[config.mk]
export PLATFORM = sky130hd
export DESIGN_NAME = scc_chopper
export DESIGN_NICKNAME = d
export VERILOG_FILES = /design/src/shared/scc_pkg.sv /design/src/shared/scc_tune_if.sv /design/src/design/scc_deglitch.sv /design/src/design/scc_fast_share_tuner.sv /design/src/design/scc_chopper.sv
export SDC_FILE = /design/constraint.sdc
export NUM_CORES = 1
export LEC_CHECK = 0
export ABC_AREA = 1
export BUFFER_PORTS_ARGS = -buffer_cell sky130_fd_sc_hd__buf_2
export CAP_MARGIN = 20
export CORE_MARGIN = 8
export CORE_UTILIZATION = 35
export CTS_CLUSTER_DIAMETER = 200
export DETAILED_ROUTE_END_ITERATION = 6
export SETUP_SLACK_MARGIN = 0.15
export SYNTH_ARGS = -nofsm -noshare
export SYNTH_HDL_FRONTEND = slang
export SYNTH_SLANG_ARGS = --single-unit
export TNS_END_PERCENT = 50
[constraint.sdc]
create_clock -name i_clock -period 14 [get_ports i_clock]
set_input_delay 4.2 -clock i_clock [delete_from_list [all_inputs] [get_ports i_clock]]
set_output_delay 4.2 -clock i_clock [all_outputs]
set_load 0.1 [all_outputs]
[src/shared/scc_pkg.sv]
package scc_pkg;

	// clock and time figures
	localparam int CLK_PERIOD_NS = 100;
	localparam int DEGLITCH_NS   = 10000;
	localparam int BLANK_NS      = 1000;
	localparam int LONG_DRIVE_NS = 20000;
	localparam int OFF_TIME_SELECT_LOW_NS   = 7000;
	localparam int OFF_TIME_SELECT_HIGH_NS  = 16000;
	localparam int OFF_TIME_SELECT_OPEN_NS  = 24000;
	localparam int OFF_TIME_SELECT_RES_NS   = 32000;

	// least times, rounded up to whole cycles
	localparam int CNT_W = 10;
	localparam logic [CNT_W-1:0] DEGLITCH_CYC =
		CNT_W'((DEGLITCH_NS + CLK_PERIOD_NS - 1) / CLK_PERIOD_NS);
	localparam logic [CNT_W-1:0] BLANK_CYC =
		CNT_W'((BLANK_NS + CLK_PERIOD_NS - 1) / CLK_PERIOD_NS);
	localparam logic [CNT_W-1:0] LONG_DRIVE_CYC =
		CNT_W'((LONG_DRIVE_NS + CLK_PERIOD_NS - 1) / CLK_PERIOD_NS);
	localparam logic [CNT_W-1:0] OFF_TIME_SELECT_LOW_CYC =
		CNT_W'((OFF_TIME_SELECT_LOW_NS + CLK_PERIOD_NS - 1) / CLK_PERIOD_NS);
	localparam logic [CNT_W-1:0] OFF_TIME_SELECT_HIGH_CYC =
		CNT_W'((OFF_TIME_SELECT_HIGH_NS + CLK_PERIOD_NS - 1) / CLK_PERIOD_NS);
	localparam logic [CNT_W-1:0] OFF_TIME_SELECT_OPEN_CYC =
		CNT_W'((OFF_TIME_SELECT_OPEN_NS + CLK_PERIOD_NS - 1) / CLK_PERIOD_NS);
	localparam logic [CNT_W-1:0] OFF_TIME_SELECT_RES_CYC =
		CNT_W'((OFF_TIME_SELECT_RES_NS + CLK_PERIOD_NS - 1) / CLK_PERIOD_NS);

	// fast-decay shares in percent of the off period
	localparam logic [6:0] PCT_NONE  = 7'h00;
	localparam logic [6:0] PCT_MIX30 = 7'h1e;
	localparam logic [6:0] PCT_MIX60 = 7'h3c;
	localparam logic [6:0] PCT_FULL  = 7'h64;
	localparam logic [6:0] PCT_STEP  = 7'h0a;
	localparam logic [6:0] SHARE_RST = 7'h1e;

	// comparator codes of the multi-level pins
	localparam logic [1:0] TRI_LOW  = 2'h0;
	localparam logic [1:0] TRI_OPEN = 2'h1;
	localparam logic [2:0] QUAD_LOW = 3'h0;
	localparam logic [2:0] QUAD_RES = 3'h1;
	localparam logic [2:0] QUAD_OPEN = 3'h3;
	localparam logic [3:0] DECAY_CODE_RST = 4'h0;
	localparam logic [2:0] OFF_TIME_SELECT_CODE_RST  = 3'h0;

	// gate patterns {hs_p, ls_p, hs_n, ls_n}
	localparam logic [3:0] GATE_OFF  = 4'h0;
	localparam logic [3:0] GATE_POS  = 4'h9;
	localparam logic [3:0] GATE_NEG  = 4'h6;
	localparam logic [3:0] GATE_SLOW = 4'h5;

	typedef enum logic [1:0] {LVL_LOW, LVL_HIGH, LVL_OPEN, LVL_RES}
		scc_level_e;
	typedef enum logic [2:0] {SCH_DYN, SCH_RIPPLE, SCH_MIX30,
		SCH_SLOWMIX, SCH_MIX60, SCH_SLOW} scc_scheme_e;
	typedef enum logic [1:0] {RIP_1PCT, RIP_2PCT, RIP_4PCT, RIP_6PCT}
		scc_ripple_e;
	typedef enum logic [1:0] {BS_IDLE, BS_DRIVE, BS_FAST, BS_SLOW}
		scc_bstate_e;

endpackage

[src/shared/scc_tune_if.sv]
`timescale 1ns/100ps
interface scc_tune_if;
	logic       cycle_done;
	logic       overshoot;
	logic       long_drive;
	logic [6:0] share;

	modport chopper (output cycle_done, overshoot, long_drive,
		input share);
	modport tuner (input cycle_done, overshoot, long_drive,
		output share);
endinterface

[src/design/scc_deglitch.sv]
`timescale 1ns/100ps
module scc_deglitch #(
	parameter int           W   = 4,
	parameter logic [W-1:0] RST = '0
) (
	// clock and reset
	input  wire logic         i_clock,
	input  wire logic         i_rst_b,
	// raw pin code and settled code
	input  wire logic [W-1:0] i_raw,
	output logic      [W-1:0] o_applied
);
	import scc_pkg::*;

	typedef struct packed {
		logic [W-1:0]     s1;
		logic [W-1:0]     s2;
		logic [W-1:0]     s3;
		logic [W-1:0]     cand;
		logic [CNT_W-1:0] cnt;
		logic [W-1:0]     applied;
	} scc_dg_s;

	scc_dg_s r_reg;
	scc_dg_s r_next;

	// a change restarts the count, so chatter never reaches the core
	always_comb begin
		r_next = r_reg;
		r_next.s1 = i_raw;
		r_next.s2 = r_reg.s1;
		r_next.s3 = r_reg.s2;
		if (r_reg.s2 == r_reg.s3 && r_reg.s3 != r_reg.cand) begin
			r_next.cand = r_reg.s3;
			r_next.cnt  = '0;
		end else if (r_reg.cand != r_reg.applied) begin
			r_next.cnt = r_reg.cnt + 1'b1;
			if (r_reg.cnt == DEGLITCH_CYC - 1'b1) begin
				r_next.applied = r_reg.cand;
			end
		end else begin
			r_next.cnt = '0;
		end
	end

	always_ff @(posedge i_clock or negedge i_rst_b) begin
		if (!i_rst_b) begin
			r_reg <= '{s1: RST, s2: RST, s3: RST, cand: RST,
				cnt: '0, applied: RST};
		end else begin
			r_reg <= r_next;
		end
	end

	assign o_applied = r_reg.applied;
endmodule

[src/design/scc_fast_share_tuner.sv]
`timescale 1ns/100ps
module scc_fast_share_tuner (
	// clock and reset
	input  wire logic i_clock,
	input  wire logic i_rst_b,
	// per-cycle report and share
	scc_tune_if.tuner tune
);
	import scc_pkg::*;

	typedef struct packed {
		logic [6:0] share;
	} scc_tn_s;

	scc_tn_s r_reg;
	scc_tn_s r_next;

	// overshoot wins over a long drive: losing regulation costs more
	always_comb begin
		r_next = r_reg;
		if (tune.cycle_done) begin
			if (tune.overshoot) begin
				r_next.share = (r_reg.share >= PCT_FULL - PCT_STEP)
					? PCT_FULL : r_reg.share + PCT_STEP;
			end else if (tune.long_drive) begin
				r_next.share = (r_reg.share <= PCT_STEP)
					? PCT_NONE : r_reg.share - PCT_STEP;
			end
		end
	end

	always_ff @(posedge i_clock or negedge i_rst_b) begin
		if (!i_rst_b) begin
			r_reg <= '{share: SHARE_RST};
		end else begin
			r_reg <= r_next;
		end
	end

	assign tune.share = r_reg.share;
endmodule

[src/design/scc_chopper.sv]
`timescale 1ns/100ps
// Operation
// - On trip after drive, decay for the off period, then drive again.
// - Fast decay reverses bridge polarity against the driven current.
// - Slow decay turns on both low-side switches together.
// - Two decay selects map to six schemes per the select table.
// - Upper decay select open forces adaptive dynamic decay.
// - New decay scheme applies after ten microseconds of stable select.
// - Slow-mixed uses slow on rising steps, mixed on falling steps.
// - Full-step and non-circular half-step use the falling-step scheme in slow-mixed, not in adaptive mode; the code keys this on i_full_step_mode only.
// - Mixed decay starts fast for a share, then slow for the rest.
// - Adaptive mode picks slow, mixed or fast and tunes the fast share.
// - Share updates each cycle without a pending falling step: overshoot raises it, long drive lowers it.
// - Adaptive mode uses fast decay on falling steps.
// - Ripple mode holds slow decay until the valley level, no fixed off.
// - Off-time select sets ripple share 1, 2, 4 or 6 percent.
// - Off-time select sets off period 7, 16, 24 or 32 microseconds.
// - New off period applies after a ten microsecond de-glitch.
// - Comparator ignored for about one microsecond after drive starts.
// - Blanking interval is the minimum drive time.
// - Each decay select decodes as low, high or open.
// - Off-time select decodes as low, high, open or resistor.
module scc_chopper (
	// clock and reset
	input  wire logic                i_clock,
	input  wire logic                i_rst_b,
	// multi-level pin comparators, thermometer coded
	input  wire logic [1:0]          i_decay_select_low,
	input  wire logic [1:0]          i_decay_select_high,
	input  wire logic [2:0]          i_off_time_select,
	// microstep command from the indexer
	input  wire logic                i_enable,
	input  wire logic                i_step_strobe,
	input  wire logic                i_full_step_mode,
	input  wire logic [1:0][7:0]     i_mag,
	input  wire logic [1:0]          i_polarity,
	// winding current comparators
	input  wire logic [1:0]          i_at_trip_current_level,
	input  wire logic [1:0]          i_at_valley_current_level,
	// bridge gates and status
	output logic      [1:0][3:0]     o_bridge_gate,
	output scc_pkg::scc_scheme_e     o_decay_scheme,
	output scc_pkg::scc_ripple_e     o_ripple_sel
);
	import scc_pkg::*;

	typedef struct packed {
		scc_bstate_e      st;
		logic [CNT_W-1:0] cnt;
		logic [CNT_W-1:0] fast_cyc;
		logic [CNT_W-1:0] off_time_select_lat;
		logic             valley_mode;
		logic             pol;
		logic [7:0]       prev_mag;
		logic             incr;
		logic             fall_pend;
		logic             done;
		logic             over;
		logic             long_drv;
		logic [3:0]       gate;
	} scc_br_s;

	typedef struct packed {
		logic [3:0]       s1;
		logic [3:0]       s2;
		logic [3:0]       s3;
		logic [3:0]       filt;
		scc_br_s [1:0]    br;
		scc_scheme_e      scheme;
		logic [CNT_W-1:0] off_time_select_cyc;
		scc_ripple_e      ripple;
	} scc_chop_s;

	scc_chop_s r_reg;
	scc_chop_s r_next;

	logic [3:0]      decay_code;
	logic [2:0]      off_time_select_code;
	logic [1:0][6:0] share_w;

	// both settings de-glitched on their own timers
	scc_deglitch #(.W(4), .RST(DECAY_CODE_RST)) u_decay_dg (
		.i_clock   (i_clock),
		.i_rst_b   (i_rst_b),
		.i_raw     ({i_decay_select_high, i_decay_select_low}),
		.o_applied (decay_code)
	);

	scc_deglitch #(.W(3), .RST(OFF_TIME_SELECT_CODE_RST)) u_off_time_select_dg (
		.i_clock   (i_clock),
		.i_rst_b   (i_rst_b),
		.i_raw     (i_off_time_select),
		.o_applied (off_time_select_code)
	);

	// one share tuner per bridge
	scc_tune_if tune [2] ();

	for (genvar b = 0; b < 2; b++) begin : g_tune
		assign tune[b].cycle_done = r_reg.br[b].done;
		assign tune[b].overshoot  = r_reg.br[b].over;
		assign tune[b].long_drive = r_reg.br[b].long_drv;
		assign share_w[b]         = tune[b].share;
		scc_fast_share_tuner u_tuner (
			.i_clock (i_clock),
			.i_rst_b (i_rst_b),
			.tune    (tune[b])
		);
	end

	// three-level pin: mid band is the floating pin
	function automatic scc_level_e tri_level(input logic [1:0] c);
		if (c == TRI_LOW) begin
			return LVL_LOW;
		end else if (c == TRI_OPEN) begin
			return LVL_OPEN;
		end
		return LVL_HIGH;
	endfunction

	// four-level pin; odd code 2 reads resistor, any code with bit 2 set reads high
	function automatic scc_level_e quad_level(input logic [2:0] c);
		if (c == QUAD_LOW) begin
			return LVL_LOW;
		end else if (c == QUAD_RES) begin
			return LVL_RES;
		end else if (c == QUAD_OPEN) begin
			return LVL_OPEN;
		end else if (c[2]) begin
			return LVL_HIGH;
		end
		return LVL_RES;
	endfunction

	scc_level_e  lvl_lo;
	scc_level_e  lvl_hi;
	scc_level_e  lvl_t;
	scc_br_s     br;
	logic        incr_eff;
	logic        fall_set;
	logic [6:0]  pct;
	logic [16:0] prod;
	logic [CNT_W-1:0] cnt1;

	always_comb begin
		lvl_lo   = tri_level(decay_code[1:0]);
		lvl_hi   = tri_level(decay_code[3:2]);
		lvl_t    = quad_level(off_time_select_code);
		br       = '0;
		incr_eff = 1'b0;
		fall_set = 1'b0;
		pct      = PCT_NONE;
		prod     = '0;
		cnt1     = '0;
		r_next   = r_reg;

		// comparators: a change counts once stages two and three agree
		r_next.s1 = {i_at_valley_current_level, i_at_trip_current_level};
		r_next.s2 = r_reg.s1;
		r_next.s3 = r_reg.s2;
		if (r_reg.s2 == r_reg.s3) begin
			r_next.filt = r_reg.s3;
		end

		// scheme from the settled select levels
		if (lvl_hi == LVL_OPEN) begin
			r_next.scheme = SCH_DYN;
		end else begin
			case (lvl_lo)
				LVL_LOW: begin
					r_next.scheme = (lvl_hi == LVL_HIGH)
						? SCH_RIPPLE : SCH_DYN;
				end
				LVL_HIGH: begin
					r_next.scheme = (lvl_hi == LVL_HIGH)
						? SCH_SLOWMIX : SCH_MIX30;
				end
				default: begin
					r_next.scheme = (lvl_hi == LVL_HIGH)
						? SCH_SLOW : SCH_MIX60;
				end
			endcase
		end

		// off period and ripple share from one pin
		case (lvl_t)
			LVL_LOW: begin
				r_next.off_time_select_cyc = OFF_TIME_SELECT_LOW_CYC;
				r_next.ripple   = RIP_1PCT;
			end
			LVL_HIGH: begin
				r_next.off_time_select_cyc = OFF_TIME_SELECT_HIGH_CYC;
				r_next.ripple   = RIP_2PCT;
			end
			LVL_OPEN: begin
				r_next.off_time_select_cyc = OFF_TIME_SELECT_OPEN_CYC;
				r_next.ripple   = RIP_4PCT;
			end
			default: begin
				r_next.off_time_select_cyc = OFF_TIME_SELECT_RES_CYC;
				r_next.ripple   = RIP_6PCT;
			end
		endcase

		for (int b = 0; b < 2; b++) begin
			br = r_reg.br[b];
			br.done = 1'b0;
			fall_set = 1'b0;

			// step direction from magnitude change
			if (i_step_strobe) begin
				br.prev_mag = i_mag[b];
				br.incr = i_mag[b] > r_reg.br[b].prev_mag;
				fall_set = i_mag[b] < r_reg.br[b].prev_mag;
			end
			incr_eff = br.incr & ~i_full_step_mode;
			cnt1 = r_reg.br[b].cnt + 1'b1;

			case (r_reg.br[b].st)
				BS_IDLE: begin
					if (i_enable) begin
						br.st  = BS_DRIVE;
						br.cnt = '0;
						br.pol = i_polarity[b];
					end
				end
				BS_DRIVE: begin
					if (r_reg.br[b].cnt != '1) begin
						br.cnt = cnt1;
					end
					// trip ignored until blanking ends
					if (r_reg.br[b].cnt >= BLANK_CYC
						&& r_reg.filt[b]) begin
						br.valley_mode = 1'b0;
						case (r_reg.scheme)
							SCH_SLOW: pct = PCT_NONE;
							SCH_MIX30: pct = PCT_MIX30;
							SCH_MIX60: pct = PCT_MIX60;
							SCH_SLOWMIX: begin
								pct = incr_eff ? PCT_NONE : PCT_MIX30;
							end
							SCH_RIPPLE: begin
								br.valley_mode = 1'b1;
							end
							default: begin
								if (r_reg.br[b].fall_pend) begin
									pct = PCT_FULL;
									br.fall_pend = 1'b0;
								end else begin
									pct = share_w[b];
									br.done = 1'b1;
								end
							end
						endcase
						br.over = r_reg.br[b].cnt == BLANK_CYC;
						br.long_drv = r_reg.br[b].cnt >= LONG_DRIVE_CYC;
						// fast part as a fraction of the off count
						prod = 17'(r_reg.off_time_select_cyc) * 17'(pct);
						br.fast_cyc = CNT_W'(prod / 17'h0_0064);
						br.off_time_select_lat = r_reg.off_time_select_cyc;
						br.cnt = '0;
						br.st = (!br.valley_mode && br.fast_cyc != '0)
							? BS_FAST : BS_SLOW;
					end
				end
				BS_FAST, BS_SLOW: begin
					br.cnt = cnt1;
					if (r_reg.br[b].valley_mode) begin
						if (r_reg.filt[2+b]) begin
							br.st  = BS_DRIVE;
							br.cnt = '0;
							br.pol = i_polarity[b];
						end
					end else if (cnt1 >= r_reg.br[b].off_time_select_lat) begin
						br.st  = BS_DRIVE;
						br.cnt = '0;
						br.pol = i_polarity[b];
					end else if (cnt1 >= r_reg.br[b].fast_cyc) begin
						br.st = BS_SLOW;
					end
				end
				default: br.st = BS_IDLE;
			endcase

			if (!i_enable) begin
				br.st = BS_IDLE;
			end
			// a falling step in the clearing cycle is kept
			if (fall_set) begin
				br.fall_pend = 1'b1;
			end

			// gates follow the next state so they line up with it
			case (br.st)
				BS_DRIVE: br.gate = br.pol ? GATE_POS : GATE_NEG;
				BS_FAST: br.gate = br.pol ? GATE_NEG : GATE_POS;
				BS_SLOW: br.gate = GATE_SLOW;
				default: br.gate = GATE_OFF;
			endcase
			r_next.br[b] = br;
		end
	end

	always_ff @(posedge i_clock or negedge i_rst_b) begin
		if (!i_rst_b) begin
			r_reg <= '{s1: '0, s2: '0, s3: '0, filt: '0,
				br: '0, scheme: SCH_DYN, off_time_select_cyc: OFF_TIME_SELECT_LOW_CYC,
				ripple: RIP_1PCT};
		end else begin
			r_reg <= r_next;
		end
	end

	// outputs straight from the state register
	always_comb begin
		for (int b = 0; b < 2; b++) begin
			o_bridge_gate[b] = r_reg.br[b].gate;
		end
	end
	assign o_decay_scheme = r_reg.scheme;
	assign o_ripple_sel   = r_reg.ripple;
endmodule

---- Yosys cells after proc, flatten, opt, wreduce, memory -nomap -nowiden ----
Cells that the tools add are included.
word-level totals
  bits in registers ....................... 202
  memories ................................ 0
  RAM bits ................................ 0
  latch bits .............................. 0
  bits in read-only memories .............. 0
cells by class
  shift operators ......................... 0
  reductions and logical operators ........ 37
  add/subtract/negate cells ............... 8
  bitwise logic cells ..................... 5
  multiplexer cells ....................... 106
  $mul .................................... 2
  order comparisons ....................... 16
  divide/modulo/power cells ............... 2
  eq/ne operators ......................... 45
operators with widths
  cell                                                                                   count
  7-bit two-way mux                                                                      16
  10-bit two-way mux                                                                     8
  12-bit two-way mux                                                                     6
  12-bit case mux with 3 select lines                                                    2
  33-bit two-way mux                                                                     2
  10-bit by 1-bit adder with 10-bit output (second input constant)                       4
  10-bit greater-or-equal comparator                                                     4
  2-bit two-way mux                                                                      19
  7-bit case mux with 5 select lines                                                     1
  17-bit by 7-bit divider with 17-bit output (second input constant)                     2
  10-bit by 7-bit multiplier with 17-bit output                                          2
  1-bit two-way mux                                                                      34
  11-bit case mux with 3 select lines                                                    1
  4-bit two-way mux                                                                      8
  7-bit case mux with 4 select lines                                                     1
  4-bit case mux with 3 select lines                                                     2
  10-bit by 4-bit == test with 1-bit output (second input constant)                      2
  10-bit by 7-bit == test with 1-bit output (second input constant)                      2
  2-bit == test (second input constant)                                                  10
  10-bit by 4-bit greater-or-equal comparator with 1-bit output (second input constant)  2
  10-bit by 8-bit greater-or-equal comparator with 1-bit output (second input constant)  2
  10-bit != test (second input constant)                                                 2
  10-bit nonzero test                                                                    2
  2-bit by 1-bit == test with 1-bit output (second input constant)                       9
  other kinds (31)                                                                       78

---- Longest topological paths before layout ----
Gate-level depths: netlist (run 1).
  depth after elaboration ................. 22
  mapped depth ............................ 110
  depth with buffers taken out ............ 106

---- Cells and area by module ----
A second synthesis (run 1) with hierarchy kept.
unflattened totals
  cells, all modules ...................... 3144
  area, all modules ....................... 21694.6 µm²
modules (own cells, without submodules)
  module                               area each (µm²)  seq. area each (µm²)  instances  cells an instance
  scc_chopper                          17948.5          2955.3                1          2690
  scc_deglitch (u_decay_dg)            1340.0           750.7                 1          147
  scc_fast_share_tuner                 635.6            155.1                 2          97
  scc_deglitch (u_off_time_select_dg)  1134.8           625.6                 1          113

---- Worst setup path before layout (run 1) ----
Ideal clock, no wire load.
  kind .................................... input port to flip-flop
  from .................................... input port i_mag[9] in the netlist's numbering
  to ...................................... register r_reg, in the netlist o_bridge_gate[7]
  arrival time ............................ 15.759 ns
  setup slack ............................. -1.875 ns
  setup time .............................. 0.116 ns
  stages on the path ...................... 98
  path through ............................ ha_1 a21oi_1 or2_2 a21oi_1 a2111oi_0 o21ai_0 nand2_1 nand2_1 nand2_1 o21ai_0 or2_2 fa_1 inv_1 fa_1 fa_1 inv_1 fa_1 inv_1 [62 not listed] nand2_4 a21oi_4 nand2_4 buf_6 nand2_2 nand2_2 nor2_4 nand2_4 nand2_4 nand2_1 nand3_1 nand4_1 nor2_1 nand3_2 nand2_1 nand3_1 nand2_1 nor2_1
RTL lines
  what                  line                text
  start, declared       scc_chopper.sv:35   input wire logic [1:0][7:0] i_mag,
  end signal, assigned  scc_chopper.sv:306  r_reg <= '{s1: '0, s2: '0, s3: '0, filt: '0,
  end signal, assigned  scc_chopper.sv:310  r_reg <= r_next;
  end, declared         scc_chopper.sv:74   scc_chop_s r_reg;

==> impl_results.md, run 1 <==
- Worst slack, placed: -3.049 ns
- Critical Path Sink Type: flop
- Max Slew Vio Count: 0
- Final worst setup slack: -2.085 ns
- Final Cell Area: around 0.03 mm2
- Core area: between 0.06 and 0.07 mm2
- CP most frequent cell: nand2_2
- Final wirelength: 57860 um
- # IOs: 47
- Number of enable flip-flop cells after synthesis: 0
- Kind of cell adding the most delay to the critical path: simple AND/OR/NAND/NOR gates
- Synth Instances: 3029
- FP Rows: 90
- Proportion of layout cells with a drive suffix above 1: 0.3834
- CP max-delay cell: fa_1
- CP bufs+invs: 14
- Synth Register Bits: around 190
- Total CTS buffers: 17
- WS Path Type: in -> reg
- Fin crit share: 1.149
- Crit Path Max Fanout: 15
- Seq/Total Area, Yosys: 0.2198
- RSZ-0062 raised after global routing: true
- Outcome: finished with violations
- Layout Nets: 3927
- Leakage: approximately 15 nW
- Worst-Skew Late Latency: between 0.4 and 0.5 ns
- PwrDens: roughly 150 mW/mm2
- Die area: slightly below 0.07 mm2
- Cell Count, Final, Fillers Out: 4488
- # DRC: 0
- GR Util All Layers: 0.1596
- Failing checks: setup timing
- H-Tree Depth: 4
- Largest net degree at the start of global routing: approximately 120
- Maxcap violations: 0
- Post-route antenna net violation count: 0
- Post-synth ARST share: 1.000
- Post-synth top flop: dfrtp_1
- Critical Path Max Stage Delay: about 0.53 ns
- Vias in the first global route: 20310
- Initial antenna violation count: 1
- Cell variety after synth: just under 80
- Clock-pin slew on the worst setup and hold paths: about 0.07 ns
- Slew HR: 0.3776
- Post-layout util: 0.4994
- Vias: 21230
- CP required: about 14 ns
- CTS sink cnt: approximately 190
- Critical path data arrival time: 16.40 ns
- Vias per cell: ~4.7
- Achievable frequency: slightly above 60 MHz
- Longest Clk Path Bufs: 2
- Height of the die: approximately 260 um
- Antenna cells: 0
- CP startpoint kind: input pin
- VDD IR max: approximately 0.17 mV
- Placed inst area: ~0.026 mm2
- CTS root buffer: clkbuf_16
- DRT Pass-1 Iters: 5
- Avg Cell Area, Syn: about 7 um2
- Synthesis Warnings: 0
- Starting DRC count in detailed routing: between 1000 and 1500
- Worst min path class: reg -> reg
- GRT overflow: 0
- Routability congestion estimate: around 0.86
- I/O Buffers: 46
- Crit path time final: around 16 ns
- Initial core utilization: 0.3519
- Synthesized cell area: 0.02112 mm2
- Layout Area Growth over Synthesis: 41.93%
- Post-DP HPWL: about 43000 um
- Final Skew: around 0.012 ns
- DIE WIDTH: about 260 um
- Final-report setup violation count: 18
- Placed Instances: 4317
- Max reg flops: 91
- Fin. Hold Viols: 0
- Worst slew pin tran: about 0.93 ns
- Hold Buf Count CTS: 0
- CTS tree: done
- First-pass GRT wire length: 93270 um
- WL/cell: 12.89 um
-- power by group --
| part | total [W] | internal, W | switching [W] |
|---|---|---|---|
| logic | 0.00342 | 0.00154 | 0.00188 |
| clock network | 0.000498 | 0.000261 | 0.000237 |
| registers | 0.000617 | 0.000581 | 0.0000355 |
| total | 0.00453 | 0.00238 | 0.00215 |
-- worst paths after layout --
| kind | startpoint | cells past startpoint | slack [ns] | end |
|---|---|---|---|---|
| setup / recovery | i_mag[1] | 97 | -2.08 | o_bridge_gate[3]$_DFF_PN0_ |
| hold / removal | u_off_time_select_dg.r_next[20]$_DFF_PN0_ | 0 | 0.35 | u_off_time_select_dg.r_next[17]$_DFF_PN0_ |
| setup reg to reg | r_reg[25]$_DFFE_PN0P_ | 97 | 1.36 | o_bridge_gate[3]$_DFF_PN0_ |
| hold reg to reg | u_off_time_select_dg.r_next[20]$_DFF_PN0_ | 0 | 0.35 | u_off_time_select_dg.r_next[17]$_DFF_PN0_ |
| max in group asynchronous | i_rst_b | 2 | 8.64 | r_reg[114]$_DFFE_PN0P_ |
| min in group asynchronous | i_rst_b | 1 | 3.84 | u_off_time_select_dg.r_reg[4]$_DFF_PN0_ |
-- cell families after synthesis --
logic type                 Yosys count  synth area share
and+or+nand+nor                   1641            0.3921
buffers and inverters              538            0.1056
AOI/OAI and AO/OA                  346           0.09793
adders and majority gates          200            0.1341
DFF                                185            0.2198
xor gates and xnor gates           113           0.04793
muxes                                4          0.002133
other                                2         0.0003556
-- routing by layer --
metal / global-route usage / routed length [um] / vias up
li1: - / - / 11040
met4: 0.04240 / 1302 / 0
met5: 0 / 0 / -
met1: 0.2108 / 26780 / 9771
met2: 0.2771 / 28270 / 319
met3: 0.01469 / 1511 / 93
-- cell usage after synthesis, types with 4 or more instances --
library cell | number | area, um2
nor2_8 | 4 | 80.08
inv_1 | 461 | 1730
clkbuf_1 | 13 | 48.80
dfrtp_1 | 175 | 4379
inv_2 | 19 | 71.32
o211ai_1 | 11 | 82.58
o21ai_2 | 15 | 131.4
clkinv_1 | 7 | 26.28
clkinv_2 | 5 | 25.02
o22ai_1 | 18 | 112.6
nand3b_1 | 18 | 135.1
a31oi_1 | 5 | 31.28
buf_4 | 13 | 97.59
nand3_4 | 9 | 157.7
o21ai_1 | 10 | 50.05
ha_1 | 156 | 1952
a21oi_4 | 4 | 65.06
nand2_2 | 158 | 988.5
nor3_1 | 31 | 155.2
nand2_4 | 51 | 574.3
xor2_1 | 83 | 727.0
a21boi_0 | 7 | 52.55
nand3_1 | 229 | 1146
a21oi_1 | 89 | 445.4
a21oi_2 | 5 | 43.79
dfstp_2 | 10 | 262.8
fa_1 | 44 | 880.8
buf_8 | 5 | 75.07
nor2_2 | 31 | 193.9
mux2_2 | 4 | 45.04
nor2_1 | 242 | 908.4
or2_2 | 7 | 43.79
nor3b_1 | 4 | 30.03
nand4_1 | 55 | 344.1
xnor2_1 | 27 | 236.5
nor2_4 | 21 | 236.5
o21a_1 | 11 | 82.58
a22oi_1 | 4 | 30.03
nor4_1 | 11 | 68.82
nand2_1 | 719 | 2699
buf_6 | 10 | 112.6
o21ai_0 | 138 | 690.7
nand3_2 | 39 | 390.4
-- area by class of cell --
cell class | count | area, um2
fill | 5760 | 30050
multi-input combinational | 2341 | 16740
timing repair buffer | 655 | 5110
sequential | 185 | 4642
inverter | 493 | 1891
tap | 782 | 978.4
clock buffer | 18 | 439.2
clock inverter | 14 | 173.9
-- cells in the final DEF, fill, tap and decap left out, types with 12 or more instances in the layout --
master	netlist	final
nand2_1	719	594
ha_1	156	145
a21oi_2	5	16
buf_4	13	555
fa_1	44	44
a21oi_1	89	71
nand3_2	39	66
dfrtp_1	175	175
nand2_4	51	102
nand3_4	9	48
nor3_1	31	28
o21ai_1	10	12
nand2_8	1	23
nor2_4	21	60
nand2_2	158	225
clkbuf_16	0	17
o22ai_1	18	18
conb_1	2	20
inv_1	461	428
nand3_1	229	165
xor2_1	83	77
o21ai_2	15	15
buf_6	10	43
inv_2	19	48
nor2_2	31	36
nand4_1	55	55
o21ai_0	138	127
xnor2_1	27	26
nor2_1	242	198
buf_2	1	44
nand3b_1	18	18
-- repair_timing --
item	4_1_cts	5_1_grt
setup buffers	54	67
endpoints found under the setup margin	19	20
pin swaps	30	184
gates resized for setup	101	403
gates cloned	9	8
-- metrics by stage --
| stage | power (W) | TNS, ns | hold slack [ns] |
|---|---|---|---|
| after floorplan | 0.002352 | -17.29 | 0.3312 |
| after global placement | 0.003288 | -40.57 | 0.3319 |
| after detailed placement | 0.003295 | -42.36 | 0.3381 |
| after CTS | 0.003927 | -25.45 | 0.3537 |
| after global routing | 0.004883 | -43.18 | 0.3615 |
| final | 0.004533 | -28.66 | 0.3508 |
(Power assumes the default switching activity.)
==> run 2, diff against run 1 <==
Settings changed: PLACE_DENSITY set to 0.5.
==> run 2 against run 1 <==
The flow still finishes with violations (setup timing); first-iteration DRC count down 7.1%; via count down 0.22%; register-to-register slack worse by 0.02 ns; wire length up 1.9%; clock skew down 0.0011 ns; clock power down 4.6%; die area unchanged; largest cell class unchanged; largest power group unchanged.
==> impl_results.md, run 2 (same netlist as run 1, synthesis figures left out) <==
- Outcome: finished with violations
- Failing checks: setup timing
- Height of the die: 261.6 um (unchanged)
- Antenna cells: 0 (unchanged)
- Filler instances: 5914 (+2.7%)
- Placed Instances: 4343 (+0.60%)
- Initial antenna violation count: 0 (-1)
- PwrDens: 149.7 mW/mm2 (-1.0%)
- Critical path data arrival time: 16.19 ns (-0.21 ns)
- GRT overflow: 0 (unchanged)
- Launch point of the worst reg-to-reg path: o_decay_scheme[1]$_DFF_PN0_
- Worst path depth: 99 (+2.1%)
- DRT Pass-1 Iters: 5 (unchanged)
- Vias in the first global route: 21470 (+5.7%)
- CTS sink cnt: 185 (unchanged)
- Die area: 0.06846 mm2 (unchanged)
- Vias: 21180 (-0.22%)
- DIE WIDTH: 261.6 um (unchanged)
- Crit path time final: 15.87 ns (-0.2109 ns)
- Vias per cell: 4.690 (-0.84%)
- Most common cell after layout, fill and taps aside: nand2_1
- Crit path from: i_mag[9]
- Routability congestion estimate: 0.8415 (-2.1%)
- CP most frequent cell: nand2_2
- Post-route antenna net violation count: 0 (unchanged)
- Worst R2R Path Depth: 97 (unchanged)
- Largest net degree at the start of global routing: 119 (+1.7%)
- Final Skew: 0.01061 ns (-0.001121 ns)
- Critical Path Sink: o_bridge_gate[7]$_DFF_PN0_
- Reg2reg setup slack: 1.34 ns (-0.02 ns)
- FP Rows: 90 (unchanged)
- Final worst setup slack: -1.874 ns (+0.2109 ns)
- Layout Nets: 3955 (+0.71%)
- Layout Area Growth over Synthesis: 40.34%
- Post-layout util: 0.4938 (-0.005586)
- Worst slew pin tran: 0.9597 ns (+0.02620 ns)
- Commonest non-fill, non-tap cells in the layout: 628 x nand2_1, 601 x buf_4, 438 x inv_1
- Proportion of layout cells with a drive suffix above 1: 0.3752 (-0.008231)
- Max reg flops: 91 (unchanged)
- Fin crit share: 1.134 (-0.01506)
- Core area: 0.06002 mm2 (unchanged)
- Critical Path Max Stage Delay: 0.55 ns (+0.02 ns)
- WL/cell: 13.06 um (+1.3%)
- # IOs: 47 (unchanged)
- RSZ-0062 raised after global routing: true
- CP required: 14.32 ns (about the same)
- Max Slew Vio Count: 0 (unchanged)
- Maxcap violations: 0 (unchanged)
- CTS root buffer: clkbuf_16
- Total CTS buffers: 17 (unchanged)
- CP startpoint kind: input pin
- Leakage: 15.32 nW (-0.13%)
- Starting DRC count in detailed routing: 936 (-7.1%)
- H-Tree Depth: 4 (unchanged)
- CP max-delay cell: fa_1
- Worst-Skew Late Latency: 0.45 ns (about the same)
- Critical Path Sink Type: flop
- Worst slack, placed: -3.351 ns (-0.3020 ns)
- Clock-pin slew on the worst setup and hold paths: 0.07 ns (about the same)
- Longest Clk Path Bufs: 2 (unchanged)
- First-pass GRT wire length: 101000 um (+8.3%)
- WS Path Type: in -> reg
- Hold Buf Count CTS: 0 (unchanged)
- Fin. Hold Viols: 0 (unchanged)
- R2r endpoint: o_bridge_gate[7]$_DFF_PN0_
- CTS tree: done
- Final-report setup violation count: 17 (-1)
- # DRC: 0 (unchanged)
- Final TNS setup: -25.91 ns (+2.754 ns)
- Slew HR: 0.3602 (-0.01747)
- Kind of cell adding the most delay to the critical path: simple AND/OR/NAND/NOR gates
- Post-DP HPWL: 46440 um (+7.0%)
- CP bufs+invs: 15 (+1)
- Cell Count, Final, Fillers Out: 4516 (+0.62%)
- Achievable frequency: 63.00 MHz (+1.3%)
- Final wirelength: 58970 um (+1.9%)
- Worst min path class: reg -> reg
- VDD IR max: 0.1979 mV (+17%)
- I/O Buffers: 46 (unchanged)
- Initial core utilization: 0.3519 (unchanged)
- Crit Path Max Fanout: 7 (-8)
- GR Util All Layers: 0.1729 (+0.01330)
## run 2: cell types whose count changed in the layout (fill, tap and decap cells not counted), moves of 9 or more
cell     delta
buf_4      +46
nand2_1    +34
nand2_2    -17
nand3_4    -16
nand2_4    -15
nor2_2     +11
inv_1      +10
inv_2       -9
nand3_1     +9
## run 2: worst reg2reg max path, delay by kind of cell (launching register included)
| kind | cells | cell delay, ns |
|---|---|---|
| buf+inv | 17 | 2.04 |
| flops | 1 | 0.42 |
| simple gates | 70 | 6.85 |
| compound gates | 5 | 0.92 |
| fa+ha+maj | 5 | 2.33 |
## run 2: routing by layer
metal / up-vias / part of all wire / GRT usage
li1: 11060 / - / -
met1: 9830 / 0.49 / 0.2306
met2: 237 / 0.48 / 0.3034
met3: 50 / 0.019 / 0.01574
met4: 0 / 0.012 / 0.03339
met5: - / 0 / 0
## run 2: worst min-delay path by stage
stage                                     start               endpoint  slack (ns)  cells after the start
after floorplan           r_next[125]$_DFF_PN0_  r_next[121]$_DFF_PN0_        0.33                      0
after global placement    r_next[128]$_DFF_PN0_  r_next[124]$_DFF_PN0_        0.33                      0
after detailed placement  r_next[127]$_DFF_PN0_  r_next[123]$_DFF_PN0_        0.34                      0
after CTS                 r_next[127]$_DFF_PN0_  r_next[123]$_DFF_PN0_        0.35                      0
after global routing      r_next[127]$_DFF_PN0_  r_next[123]$_DFF_PN0_        0.36                      0
final                     r_next[126]$_DFF_PN0_  r_next[122]$_DFF_PN0_        0.35                      0
## run 2: metrics by stage
step,cell area (um2),power (W),hold WS (ns)
5_1_grt,29640,0.004789,0.3565
6_report,29640,0.004436,0.3491
3_3_place_gp,26240,0.003379,0.3326
4_1_cts,28850,0.004266,0.3519
3_5_place_dp,26240,0.003410,0.3362
2_1_floorplan,21530,0.002352,0.3312
## run 2: where the power goes
part / total, W / switching [W] / internal [W]
clock: 0.000475 / 0.000221 / 0.000254
sequential: 0.000617 / 0.0000359 / 0.000582
combinational: 0.00334 / 0.00182 / 0.00152
total: 0.00444 / 0.00208 / 0.00236
## run 2: what timing repair did
action                                  4_1_cts  5_1_grt
pin swaps                                   158      112
cloned                                       11        2
setup buffers                               107       20
endpoints found under the setup margin       19       20
resized for setup                           264      133
## run 2: cell type report
type | instances | area (um2) | area share
inverters | 493 | 1878 | 0.06337
well taps | 782 | 978.4 | 0.03301
clock inverters | 13 | 133.9 | 0.004517
flip-flops and latches | 185 | 4642 | 0.1566
multi-input cells | 2337 | 16310 | 0.5502
clock buffers | 19 | 442.9 | 0.01494
repair buffers | 687 | 5255 | 0.1773
